<file path="src/design/pcg_pkg.sv">
package pcg_pkg;

   // ****************************************
   // Register map
   // ****************************************
   localparam logic [7:0] PCG_OFS_BUS1_RST = 8'h10;
   localparam logic [7:0] PCG_OFS_FAST_GATE = 8'h14;
   localparam logic [7:0] PCG_OFS_BUS2_GATE = 8'h18;
   localparam logic [7:0] PCG_OFS_BUS1_GATE = 8'h1C;
   localparam logic [7:0] PCG_OFS_BKP_CTRL = 8'h20;

   // ****************************************
   // Reset values and writable masks
   // ****************************************
   localparam logic [31:0] PCG_RST_FAST_GATE = 32'h0000_0014;
   localparam logic [31:0] PCG_RST_BUS2_GATE = 32'h0000_0000;
   localparam logic [31:0] PCG_RST_BUS1_GATE = 32'h0000_0000;
   localparam logic [31:0] PCG_RST_BUS1_RST = 32'h0000_0000;
   localparam logic [31:0] PCG_RST_BKP_CTRL = 32'h0000_0018;
   localparam logic [31:0] PCG_MSK_FAST_GATE = 32'h014E_0055;
   localparam logic [31:0] PCG_MSK_BUS2_GATE = 32'h0041_5A01;
   localparam logic [31:0] PCG_MSK_BUS1_GATE = 32'h1222_0913;
   localparam logic [31:0] PCG_MSK_BUS1_RST = 32'h1222_0900;

   // ****************************************
   // Backup-domain control field positions
   // ****************************************
   localparam int PCG_BIT_XTAL_EN = 0;
   localparam int PCG_BIT_XTAL_RDY = 1;
   localparam int PCG_BIT_XTAL_BYP = 2;
   localparam int PCG_BIT_DRV_LO = 3;
   localparam int PCG_BIT_DRV_HI = 4;
   localparam int PCG_BIT_SRC_LO = 8;
   localparam int PCG_BIT_SRC_HI = 9;
   localparam int PCG_BIT_RTC_EN = 15;
   localparam int PCG_BIT_BKP_RST = 16;

   // Wait states after a backup-domain access (0 to 3)
   localparam logic [1:0] PCG_BKP_WAIT_IDLE = 2'h0;
   localparam logic [1:0] PCG_BKP_WAIT_B2B = 2'h3;

   typedef enum logic [1:0] {
      PCG_SRC_NONE = 2'h0,
      PCG_SRC_XTAL = 2'h1,
      PCG_SRC_INT = 2'h2,
      PCG_SRC_FAST_DIV = 2'h3
   } pcg_src_t;

   typedef struct packed {
      logic cyc;
      logic stb;
      logic we;
      logic [7:0] adr;
      logic [3:0] sel;
      logic [31:0] dat;
   } pcg_wb_req_t;

   typedef struct packed {
      logic ack;
      logic err;
      logic [31:0] dat;
   } pcg_wb_rsp_t;

   typedef struct packed {
      logic xtal_en;
      logic xtal_byp;
      logic [1:0] xtal_drv;
      pcg_src_t rtc_src;
      logic rtc_en;
      logic bkp_rst;
   } pcg_bkp_t;

endpackage

</file>
<file path="src/design/pcg_ctrl.sv">
// Register access over Wishbone was chosen for this implementation.
`timescale 1ns/1ps
// What this block does
// (RQ1) A peripheral read returns zero while its mask bit is clear in all three gate registers (fast, bus-2, bus-1).
// (RQ2) Fast-bus gates: DMA 0, CRC 6, ports A/B/C/F 17-19/22, coprocessor 24.
// (RQ3) Fast-bus bits 2 and 4 keep RAM and flash clocked in sleep.
// (RQ4) Fast-bus gate register resets to only bits 2 and 4 set.
// (RQ5) Bus-2 gates: sysconfig, converter, timer1, SPI, serial1, timer7, debug.
// (RQ6) Bus-1 gates: timers 2,3,6,4, watchdog, serial2, two-wire, fieldbus, power.
// (RQ7) Bus-1 reset bits 8,11,17,21,25,28 reset their peripherals; zero no effect.
// (RQ8) Bus-1 gate access stalls while a bus-1 peripheral access is in progress.
// (RQ9) Fast-bus gate register takes word, half, byte access with no wait.
// (RQ10) Crystal enable, bypass, source, RTC enable writes need backup unlock.
// (RQ11) Bit 1 follows crystal stability, hardware set and cleared.
// (RQ12) Bit 2 selects bypass external clock or resonator oscillator.
// (RQ13) Drive strength bits 4:3 writable, restored on backup-domain reset.
// (RQ14) Source 00 none, 01 crystal, 10 internal, 11 fast crystal div 32.
// (RQ15) Source changes only after backup-domain reset; direct change refused.
// (RQ16) Backup control resets to 0x18, only by backup-domain reset.
// (RQ17) Backup control takes 0 to 3 wait states, more when back to back.
// (RQ18) Bit 0 switches the slow crystal oscillator on and off.
// (RQ19) Bit 15 gates the RTC clock.
// (RQ20) Bit 16 holds the backup domain in reset while set.
// (RQ21) Peripheral reset stays asserted while its bit stays set.
// (RQ22) Reserved bits read zero and ignore writes.
module pcg_ctrl (
   input wire logic clk_i,
   input wire logic rst_i,
   input wire logic bkp_por_i,
   input wire pcg_pkg::pcg_wb_req_t wb_req_i,
   output pcg_pkg::pcg_wb_rsp_t wb_rsp_o,
   input wire logic backup_write_unlock_i,
   input wire logic slow_crystal_stable_i,
   input wire logic bus1_periph_busy_i,
   input wire logic periph_sel_i,
   input wire logic [31:0] periph_gate_mask_i,
   input wire logic [31:0] periph_rdata_i,
   output logic [31:0] periph_rdata_o,
   output logic [31:0] fast_gate_o,
   output logic [31:0] bus2_gate_o,
   output logic [31:0] bus1_gate_o,
   output logic [31:0] bus1_rst_o,
   output pcg_pkg::pcg_bkp_t bkp_ctrl_o,
   output logic bkp_domain_rst_o
);

   // ****************************************
   // Helpers
   // ****************************************
   function automatic logic [31:0] byte_merge(input logic [31:0] old_v,
                                              input logic [31:0] new_v,
                                              input logic [3:0] sel,
                                              input logic [31:0] msk);
      logic [31:0] lane;
      lane = {{8{sel[3]}}, {8{sel[2]}}, {8{sel[1]}}, {8{sel[0]}}};
      byte_merge = ((old_v & ~lane) | (new_v & lane)) & msk;
   endfunction

   // Register word from the backup fields; reserved positions stay zero
   function automatic logic [31:0] bkp_pack(input pcg_pkg::pcg_bkp_t b,
                                            input logic rdy);
      logic [31:0] w;
      w = 32'h0000_0000;
      w[pcg_pkg::PCG_BIT_XTAL_EN] = b.xtal_en;
      w[pcg_pkg::PCG_BIT_XTAL_RDY] = rdy;
      w[pcg_pkg::PCG_BIT_XTAL_BYP] = b.xtal_byp;
      w[pcg_pkg::PCG_BIT_DRV_HI:pcg_pkg::PCG_BIT_DRV_LO] = b.xtal_drv;
      w[pcg_pkg::PCG_BIT_SRC_HI:pcg_pkg::PCG_BIT_SRC_LO] = b.rtc_src;
      w[pcg_pkg::PCG_BIT_RTC_EN] = b.rtc_en;
      w[pcg_pkg::PCG_BIT_BKP_RST] = b.bkp_rst;
      bkp_pack = w;
   endfunction

   function automatic pcg_pkg::pcg_bkp_t bkp_unpack(input logic [31:0] w);
      pcg_pkg::pcg_bkp_t b;
      b.xtal_en = w[pcg_pkg::PCG_BIT_XTAL_EN];
      b.xtal_byp = w[pcg_pkg::PCG_BIT_XTAL_BYP];
      b.xtal_drv = w[pcg_pkg::PCG_BIT_DRV_HI:pcg_pkg::PCG_BIT_DRV_LO];
      b.rtc_src = pcg_pkg::pcg_src_t'(w[pcg_pkg::PCG_BIT_SRC_HI:pcg_pkg::PCG_BIT_SRC_LO]);
      b.rtc_en = w[pcg_pkg::PCG_BIT_RTC_EN];
      b.bkp_rst = w[pcg_pkg::PCG_BIT_BKP_RST];
      bkp_unpack = b;
   endfunction

   // ****************************************
   // Synchronisers
   // ****************************************
   logic rdy_meta_reg;
   logic rdy_sync_reg;
   logic busy_meta_reg;
   logic busy_sync_reg;
   logic bpor_meta_reg;
   logic bpor_sync_reg;

   always_ff @(posedge clk_i) begin
      rdy_meta_reg <= slow_crystal_stable_i;
      rdy_sync_reg <= rdy_meta_reg;
      busy_meta_reg <= bus1_periph_busy_i;
      busy_sync_reg <= busy_meta_reg;
      bpor_meta_reg <= bkp_por_i;
      bpor_sync_reg <= bpor_meta_reg;
   end

   // ****************************************
   // Bus decode
   // ****************************************
   logic req;
   logic hit_fast;
   logic hit_bus2;
   logic hit_bus1g;
   logic hit_bus1r;
   logic hit_bkp;
   logic mapped;
   logic ack_reg;
   logic ack_next;
   logic [1:0] wait_reg;

   assign req = wb_req_i.cyc & wb_req_i.stb & ~ack_reg;
   assign hit_fast = wb_req_i.adr == pcg_pkg::PCG_OFS_FAST_GATE;
   assign hit_bus2 = wb_req_i.adr == pcg_pkg::PCG_OFS_BUS2_GATE;
   assign hit_bus1g = wb_req_i.adr == pcg_pkg::PCG_OFS_BUS1_GATE;
   assign hit_bus1r = wb_req_i.adr == pcg_pkg::PCG_OFS_BUS1_RST;
   assign hit_bkp = wb_req_i.adr == pcg_pkg::PCG_OFS_BKP_CTRL;
   assign mapped = hit_fast | hit_bus2 | hit_bus1g | hit_bus1r | hit_bkp;

   always_comb begin
      ack_next = 1'b0;
      if (req) begin
         if (hit_bus1g) begin
            ack_next = ~busy_sync_reg; // [RQ8]
         end else if (hit_bkp) begin
            ack_next = wait_reg == pcg_pkg::PCG_BKP_WAIT_IDLE; // [RQ17]
         end else begin
            ack_next = 1'b1; // [RQ9]
         end
      end
   end

   // Back-to-back backup accesses pay the full wait; a lone one pays none
   always_ff @(posedge clk_i) begin
      if (rst_i) begin
         wait_reg <= pcg_pkg::PCG_BKP_WAIT_IDLE;
      end else if (ack_reg) begin
         // Address still held in the ack cycle tells which register was served
         if (hit_bkp) begin
            wait_reg <= pcg_pkg::PCG_BKP_WAIT_B2B; // [RQ17]
         end else begin
            wait_reg <= pcg_pkg::PCG_BKP_WAIT_IDLE;
         end
      end else if (req && hit_bkp && wait_reg != pcg_pkg::PCG_BKP_WAIT_IDLE) begin
         wait_reg <= wait_reg - 2'h1; // [RQ17]
      end
   end

   always_ff @(posedge clk_i) begin
      if (rst_i) begin
         ack_reg <= 1'b0;
      end else begin
         ack_reg <= ack_next;
      end
   end

   logic wr;
   assign wr = ack_next & wb_req_i.we;

   // ****************************************
   // Gate and reset registers
   // ****************************************
   logic [31:0] fast_reg;
   logic [31:0] bus2_reg;
   logic [31:0] bus1g_reg;
   logic [31:0] bus1r_reg;

   always_ff @(posedge clk_i) begin
      if (rst_i) begin
         fast_reg <= pcg_pkg::PCG_RST_FAST_GATE; // [RQ4]
         bus2_reg <= pcg_pkg::PCG_RST_BUS2_GATE;
         bus1g_reg <= pcg_pkg::PCG_RST_BUS1_GATE;
         bus1r_reg <= pcg_pkg::PCG_RST_BUS1_RST;
      end else if (wr) begin
         if (hit_fast) begin
            fast_reg <= byte_merge(fast_reg, wb_req_i.dat, wb_req_i.sel,
                                   pcg_pkg::PCG_MSK_FAST_GATE); // [RQ2] [RQ3] [RQ22]
         end
         if (hit_bus2) begin
            bus2_reg <= byte_merge(bus2_reg, wb_req_i.dat, wb_req_i.sel,
                                   pcg_pkg::PCG_MSK_BUS2_GATE); // [RQ5] [RQ22]
         end
         if (hit_bus1g) begin
            bus1g_reg <= byte_merge(bus1g_reg, wb_req_i.dat, wb_req_i.sel,
                                    pcg_pkg::PCG_MSK_BUS1_GATE); // [RQ6] [RQ22]
         end
         if (hit_bus1r) begin
            bus1r_reg <= byte_merge(bus1r_reg, wb_req_i.dat, wb_req_i.sel,
                                    pcg_pkg::PCG_MSK_BUS1_RST); // [RQ7] [RQ22]
         end
      end
   end

   assign fast_gate_o = fast_reg;
   assign bus2_gate_o = bus2_reg;
   assign bus1_gate_o = bus1g_reg;
   assign bus1_rst_o = bus1r_reg; // [RQ21]

   // ****************************************
   // Backup-domain control
   // ****************************************
   // Only the backup-domain power-on or its own soft reset clears this; system
   // reset leaves it alone so the RTC keeps running across a chip reset.
   pcg_pkg::pcg_bkp_t bkp_reg;
   logic bkp_wr;
   logic [31:0] bkp_wdat;
   logic bkp_clear;

   pcg_pkg::pcg_bkp_t bkp_dflt;

   assign bkp_dflt = bkp_unpack(pcg_pkg::PCG_RST_BKP_CTRL);
   assign bkp_wr = wr & hit_bkp;
   assign bkp_wdat = byte_merge(bkp_pack(bkp_reg, 1'b0), wb_req_i.dat, wb_req_i.sel,
                                32'hFFFF_FFFF);
   assign bkp_clear = bpor_sync_reg | bkp_reg.bkp_rst;

   always_ff @(posedge clk_i) begin
      if (bpor_sync_reg) begin
         bkp_reg <= bkp_dflt; // [RQ16]
      end else if (bkp_wr) begin
         bkp_reg.bkp_rst <= bkp_wdat[pcg_pkg::PCG_BIT_BKP_RST]; // [RQ20]
         if (bkp_reg.bkp_rst) begin
            bkp_reg.xtal_en <= bkp_dflt.xtal_en;
            bkp_reg.xtal_byp <= bkp_dflt.xtal_byp;
            bkp_reg.xtal_drv <= bkp_dflt.xtal_drv; // [RQ13]
            bkp_reg.rtc_src <= bkp_dflt.rtc_src;
            bkp_reg.rtc_en <= bkp_dflt.rtc_en;
         end else begin
            bkp_reg.xtal_drv <= bkp_wdat[pcg_pkg::PCG_BIT_DRV_HI:pcg_pkg::PCG_BIT_DRV_LO];
            if (backup_write_unlock_i) begin
               bkp_reg.xtal_en <= bkp_wdat[pcg_pkg::PCG_BIT_XTAL_EN]; // [RQ10] [RQ18]
               bkp_reg.xtal_byp <= bkp_wdat[pcg_pkg::PCG_BIT_XTAL_BYP]; // [RQ12]
               bkp_reg.rtc_en <= bkp_wdat[pcg_pkg::PCG_BIT_RTC_EN]; // [RQ19]
               if (bkp_reg.rtc_src == pcg_pkg::PCG_SRC_NONE) begin
                  bkp_reg.rtc_src <= pcg_pkg::pcg_src_t'(
                     bkp_wdat[pcg_pkg::PCG_BIT_SRC_HI:pcg_pkg::PCG_BIT_SRC_LO]); // [RQ14] [RQ15]
               end
            end
         end
      end else if (bkp_clear) begin
         bkp_reg.xtal_en <= bkp_dflt.xtal_en;
         bkp_reg.xtal_byp <= bkp_dflt.xtal_byp;
         bkp_reg.xtal_drv <= bkp_dflt.xtal_drv;
         bkp_reg.rtc_src <= bkp_dflt.rtc_src; // [RQ20]
         bkp_reg.rtc_en <= bkp_dflt.rtc_en;
      end
   end

   assign bkp_ctrl_o = bkp_reg;
   assign bkp_domain_rst_o = bkp_clear; // [RQ20]

   // ****************************************
   // Read data
   // ****************************************
   logic [31:0] rd_mux;
   always_comb begin
      rd_mux = 32'h0000_0000;
      if (hit_fast) rd_mux = fast_reg;
      if (hit_bus2) rd_mux = bus2_reg;
      if (hit_bus1g) rd_mux = bus1g_reg;
      if (hit_bus1r) rd_mux = bus1r_reg;
      if (hit_bkp) begin
         // Masked by enable so a stale pin level never reports a stopped crystal
         rd_mux = bkp_pack(bkp_reg, rdy_sync_reg & bkp_reg.xtal_en); // [RQ11] [RQ22]
      end
   end

   always_ff @(posedge clk_i) begin
      if (rst_i) begin
         wb_rsp_o <= '0;
      end else begin
         wb_rsp_o.ack <= ack_next & mapped;
         wb_rsp_o.err <= ack_next & ~mapped;
         wb_rsp_o.dat <= (ack_next & ~wb_req_i.we) ? rd_mux : 32'h0000_0000;
      end
   end

   // Peripheral reads are zero unless the mask bit is set in any of the three gate registers; mask input tells which gate bit serves it
   always_ff @(posedge clk_i) begin
      if (rst_i) begin
         periph_rdata_o <= 32'h0000_0000;
      end else if (periph_sel_i &&
                   |(periph_gate_mask_i & (fast_reg | bus2_reg | bus1g_reg))) begin
         periph_rdata_o <= periph_rdata_i;
      end else begin
         periph_rdata_o <= 32'h0000_0000; // [RQ1]
      end
   end

endmodule

</file>
<file path="config.mk">
export PLATFORM = sky130hd
export DESIGN_NAME = pcg_ctrl
export DESIGN_NICKNAME = d
export VERILOG_FILES = /design/src/design/pcg_pkg.sv /design/src/design/pcg_ctrl.sv
export SDC_FILE = /design/constraint.sdc
export NUM_CORES = 1
export LEC_CHECK = 0
export BUFFER_PORTS_ARGS = -buffer_cell sky130_fd_sc_hd__buf_2
export CAP_MARGIN = 20
export CORE_AREA = 2 2 126 128
export DETAILED_ROUTE_END_ITERATION = 7
export DIE_AREA = 0 0 128 130
export PLACE_DENSITY = 0.63
export SYNTH_ARGS = -nofsm -noshare
export SYNTH_HDL_FRONTEND = slang
export SYNTH_SLANG_ARGS = --single-unit
</file>
<file path="constraint.sdc">
create_clock -name clk_i -period 2.69 [get_ports clk_i]
set_input_delay 0.1345 -clock clk_i [delete_from_list [all_inputs] [get_ports clk_i]]
set_output_delay 0.1345 -clock clk_i [all_outputs]
set_load 0.01 [all_outputs]
</file>
=== Word-level counts from Yosys, hierarchy flattened ===
Cells that the tools add are included.

* Word-level logic and storage cells: 100
* Register bits after elaboration: 114
* Output and inout bits: 203

* Mux-type cells: 17
* Bitwise operators: 34
* Reductions and logical operators: 18
* Equality and inequality tests: 7
* Add/subtract/negate cells: 1

{| class="wikitable"
|+ Operators by type and width
! cell !! count
|-
| 32-bit two-way mux || 3
|-
| 29-bit bitwise AND || 3
|-
| 29-bit OR || 2
|-
| 32-bit by 29-bit bitwise AND with 32-bit output || 1
|-
| 8-bit by 5-bit equality test with 1-bit output (second input constant) || 4
|-
| 32-bit OR reduction || 1
|-
| 29-bit NOT || 1
|-
| 25-bit by 29-bit OR with 29-bit output || 1
|-
| 25-bit bitwise AND || 1
|-
| 25-bit two-way mux || 1
|-
| 25-bit by 23-bit OR with 25-bit output || 1
|-
| 25-bit OR || 1
|-
| 23-bit bitwise AND || 1
|-
| 23-bit OR || 1
|-
| 7-bit two-way mux || 3
|-
| 17-bit bitwise AND || 1
|-
| 17-bit two-way mux || 1
|-
| 17-bit OR || 1
|-
| 2-bit two-way mux || 5
|-
| 2-bit AND reduction || 5
|-
| 1-bit bitwise AND || 8
|-
| 8-bit by 6-bit equality test with 1-bit output (second input constant) || 1
|-
| 1-bit NOT || 6
|-
| 2-bit nonzero test || 3
|-
| 11 further kinds || 21
|}

=== Depth between registers and ports, before layout ===
* Depth after elaboration: 8
* Depth in mapped cells: 6
* Depth with buffers taken out: 6

=== Worst setup path after synthesis ===
Ideal clock, no wire load.

* Path type: input -> register
* From: input port wb_req_i[37] (netlist name)
* To: register bkp_reg (netlist bit bkp_ctrl_o[5])
* Arrival time: 1,603 ps
* Setup time: 121 ps
* Path buffers: 1
* Stages on the path: 5
* Slack: 967 ps
* Cell sequence: or4_1 > buf_6 > or4_4 > mux2i_1 > nand2_1

* Word-level cells in the longest chain between the ends: 7
* Elaborated cells between the ends (all ways): 9

{| class="wikitable"
|+ Ends and longest elaborated chain
! what !! line !! text
|-
| start: declaration || pcg_ctrl.sv:30 || <nowiki>input wire pcg_pkg::pcg_wb_req_t wb_req_i,</nowiki>
|-
| 8-bit by 6-bit equality test with 1-bit output || pcg_ctrl.sv:123 || <nowiki>assign hit_bkp = wb_req_i.adr == pcg_pkg::PCG_OFS_BKP_CTRL;</nowiki>
|-
| 1-bit two-way mux || pcg_ctrl.sv:131 || <nowiki>end else if (hit_bkp) begin</nowiki>
|-
| 1-bit two-way mux || pcg_ctrl.sv:129 || <nowiki>if (hit_bus1g) begin</nowiki>
|-
| 1-bit two-way mux || pcg_ctrl.sv:128 || <nowiki>if (req) begin</nowiki>
|-
| 1-bit bitwise AND || pcg_ctrl.sv:164 || <nowiki>assign wr = ack_next & wb_req_i.we;</nowiki>
|-
| 1-bit bitwise AND * || pcg_ctrl.sv:218 || <nowiki>assign bkp_wr = wr & hit_bkp;</nowiki>
|-
| 7-bit two-way mux / 2-bit nonzero test (equally long branches) || - ||
|-
| end signal: assignment || pcg_ctrl.sv:225 || <nowiki>bkp_reg <= bkp_dflt;</nowiki>
|-
| end: declaration || pcg_ctrl.sv:210 || <nowiki>pcg_pkg::pcg_bkp_t bkp_reg;</nowiki>
|}

Every way passes the cells marked *; elsewhere a longest branch is shown, timed or not.
A chain may end at the register's enable or synchronous reset.

==> summary.txt <==
Floorplan
  – Initial core utilization: 30.8%
  – Die Wd: 128 um
  – CORE AREA: 15400 um^2
  – I/O pins: around 320
  – Die Ht: 130 um
  – Die ar.: roughly 17000 um^2
  – Rows: 46

Clock network
  – Insertion delay to the later sink of the worst-skew pair: 0.36 ns
  – CTS clk-pin slew, worst paths: around 0.07 ns
  – Clk sinks: a little over 100
  – CTS Buffer Depth: 2
  – Root buf cell: clkbuf_16
  – H-tree depth: 3
  – CTS buffer count: 9
  – TritonCTS clock tree: built

Timing
  – Slew Limit Fails: 0
  – Worst slew pin tran: 0.769 ns
  – Final period utilization: ~76%
  – Final setup vio count: 0
  – Final setup TNS: 0 ns
  – RSZ-0062 raised after global routing: no
  – FMAX: a little under 500 MHz
  – Final Skew: roughly 0.01 ns
  – Final Hold Fails: 0
  – Period minus WS final: between 2 and 2.5 ns
  – Relative slew slack: around 49%

Pwr
  – Switching power: around 0.84 mW
  – Comb pwr share: between 10% and 20%
  – Clock power share: 43.4%
  – Worst VDD drop: 321 uV
  – Pwr Density: approximately 540 nW/um^2
  – Pleak: 2.97 nW
  – Net Sw Frac: roughly a quarter
  – Sequential fraction of design power: approximately 47%
  – Pint: between 2 and 2.5 mW

Placed design
  – Port bufs: 188
  – RePlAce Congestion: roughly 0.82
  – Placed Instances: 888
  – DP HPWL: approximately 11000 um

Yosys
  – Post-synthesis sequential area ratio: 43.4%
  – Post-synth top area share: roughly 43%
  – Top_reg_cell synth: dfxtp_1
  – Synth Area in Simple Gates: 22.4%
  – Dominant cell type by area after synthesis: dfxtp_1
  – Count leader, synth: buf_4
  – Main area contributors after synthesis: dfxtp_1 (43%), buf_4 (17%), mux2i_1 (7.2%), nor2_1 (5.9%), nand2_1 (3.9%)
  – Avg Inst Size Synth: roughly 9 um^2
  – Commonest cells post-synth: buf_4 (108), dfxtp_1 (103), nor2_1 (75)
  – Post-synthesis mux area share: under 10%
  – Post-synthesis async set-or-reset flop share: 0%
  – Post-Synth Adder-Cell Area: 0.263%
  – Synth unique cells: 43
  – Xor and xnor area share after synthesis: 0%
  – Post-synth EDFFs: 0
  – Largest family of logic cells by synthesized area: simple AND/OR/NAND/NOR gates
  – Post-synthesis compound-gate area fraction: 6.03%
  – Post-synthesis instance total: about 520
  – Mapped cell area: 4750 um^2
  – Yosys warning total: 0
  – Synthesis-stage register bit count: about 100

Detailed routing
  – Via count: 4086
  – First-pass DRT Iterations: 4
  – DRT iter0 DRCs: roughly 230
  – Routed length per placed instance: ~15 um
  – # DRC: 0
  – Post-route ant nets: 0
  – Routed Wire Length: between 10000 and 15000 um
  – Avg Vias per Cell: ~4.4

Final layout
  – Final Non-Filler Cells: around 940
  – FF/Latch Area: just over 2000 um^2
  – Total of fill cells in the finished design: ~1600
  – Util after Layout: 39.9%
  – Final nets: around 860
  – Share of layout cells above drive strength 1: a little under a third
  – Layout area overhead: 29.7%
  – Ant diodes: 0
  – Area of the multi-input gates: 2150 um^2

GRT
  – Remaining global-route overflow: 0
  – First-pass GRT wire length: between 20000 and 25000 um
  – GRT Total Usage: between 15 and 20%
  – Largest net degree at the start of global routing: 37
  – Vias in the first global route: 3702
  – Initial antenna violation count: 0

Hold path
  – Hold crit path type: primary input to register
  – Min-delay src: periph_rdata_i[21]

Flow run
  – Maximum capacitance violations: 0

Run status
  – Outcome: complete, no violations

Setup path
  – Crit Path Max Fanout: 32
  – Kind of critical path: register to register
  – Crit path capture type: register
  – CP Data Required Time: between 2 and 3 ns
  – Crit path DAT: approximately 2.3 ns
  – Worst Setup Start Kind: register
per-stage QoR:
step                setup WS [ns]  instance area, um^2  hold slack [ns]  total power, mW
finish                      0.647                 6160           0.0145             3.33
global route                0.581                 6160          0.00173             3.49
CTS                         0.700                 6160         0.000156             3.37
detailed placement          0.591                 5500            0.239             1.88
global placement            0.592                 5500            0.238             1.88
floorplan                   0.967                 5150            0.162             1.87
power groups by stage:
stage | registers [mW] | clock network (mW) | logic, mW
5_1_grt | 1.56 | 1.57 | 0.367
6_report | 1.55 | 1.45 | 0.332
4_1_cts | 1.55 | 1.49 | 0.327
3_3_place_gp | 1.59 | 0 | 0.290
2_1_floorplan | 1.60 | 0 | 0.275
3_5_place_dp | 1.59 | 0 | 0.290
worst paths after layout:
kind / cells past startpoint / endpoint / slack [ns]
worst min register to register: 0 / busy_sync_reg / 0.33
worst max-delay path: 5 / periph_rdata_o[17] / 0.65
worst max register to register: 5 / periph_rdata_o[17] / 0.65
worst min-delay path: 3 / periph_rdata_o[21] / 0.01
area by class of cell:
cell class,count,share of cell area [%]
clock buffers,9,3.65
well taps,192,3.90
repair buffers,231,21.8
flip-flops and latches,103,33.5
clock inverters,7,1.66
inverters,9,0.548
multi-input cells,386,34.9
repair_timing:
item                                   in CTS  in global routing
hold buffers                               33                  0
endpoints found under the hold margin      33                  0
gates resized for setup                     0                  0
buffers inserted                            0                  0
layer usage:
| metal | GRT usage [%] | routed length [um] | vias up | share of wire [%] |
|---|---|---|---|---|
| met5 | 0 | 0 | - | 0 |
| met4 | 3.68 | 172 | 0 | 1.2 |
| met3 | 5.54 | 1070 | 11 | 7.7 |
| met2 | 29.1 | 7120 | 180 | 51 |
| met1 | 19.2 | 5540 | 1911 | 40 |
| li1 | - | - | 1984 | - |
cells by family (layout without fill, tap and decap cells):
family | after synthesis | after routing
muxes | 37 | 37
AOI/OAI and AO/OA | 42 | 42
and+or+nand+nor | 198 | 198
adders and majority gates | 1 | 1
DFF | 103 | 103
other | 1 | 108
buffers and inverters | 142 | 256
critical path: stages, from the launching register on:
cell and delay [ns]:
dfxtp_1 0.34, o31ai_1 0.56, nand3_1 0.22, nor4b_2 0.29, buf_4 0.35, nor2_1 0.13
cell usage in the layout (no fill, tap or decap), types with 2 or more instances in the layout:
| cell | synthesis | final |
|---|---|---|
| inv_1 | 9 | 9 |
| a22oi_1 | 14 | 14 |
| nand4_1 | 13 | 13 |
| clkbuf_16 | 0 | 9 |
| nand2_1 | 49 | 49 |
| a22o_1 | 3 | 3 |
| inv_6 | 0 | 2 |
| nor4_4 | 4 | 4 |
| nor3_1 | 8 | 8 |
| mux2i_1 | 34 | 34 |
| nor2_1 | 75 | 75 |
| conb_1 | 1 | 108 |
| nor4bb_1 | 3 | 3 |
| dfxtp_1 | 103 | 103 |
| nand3b_1 | 2 | 2 |
| buf_4 | 108 | 10 |
| nor2b_1 | 4 | 3 |
| nor4_1 | 4 | 4 |
| o31ai_1 | 2 | 2 |
| o41ai_1 | 3 | 3 |
| a21oi_1 | 8 | 8 |
| dlygate4sd3_1 | 0 | 33 |
| buf_2 | 1 | 188 |
| and2_1 | 9 | 9 |
| nand4b_1 | 6 | 6 |
| bufinv_16 | 0 | 2 |
| nand3_1 | 5 | 5 |
| nor4_2 | 7 | 7 |
| o21ai_0 | 8 | 8 |
| mux2_2 | 3 | 3 |
Power figures use the tool's default switching activity.
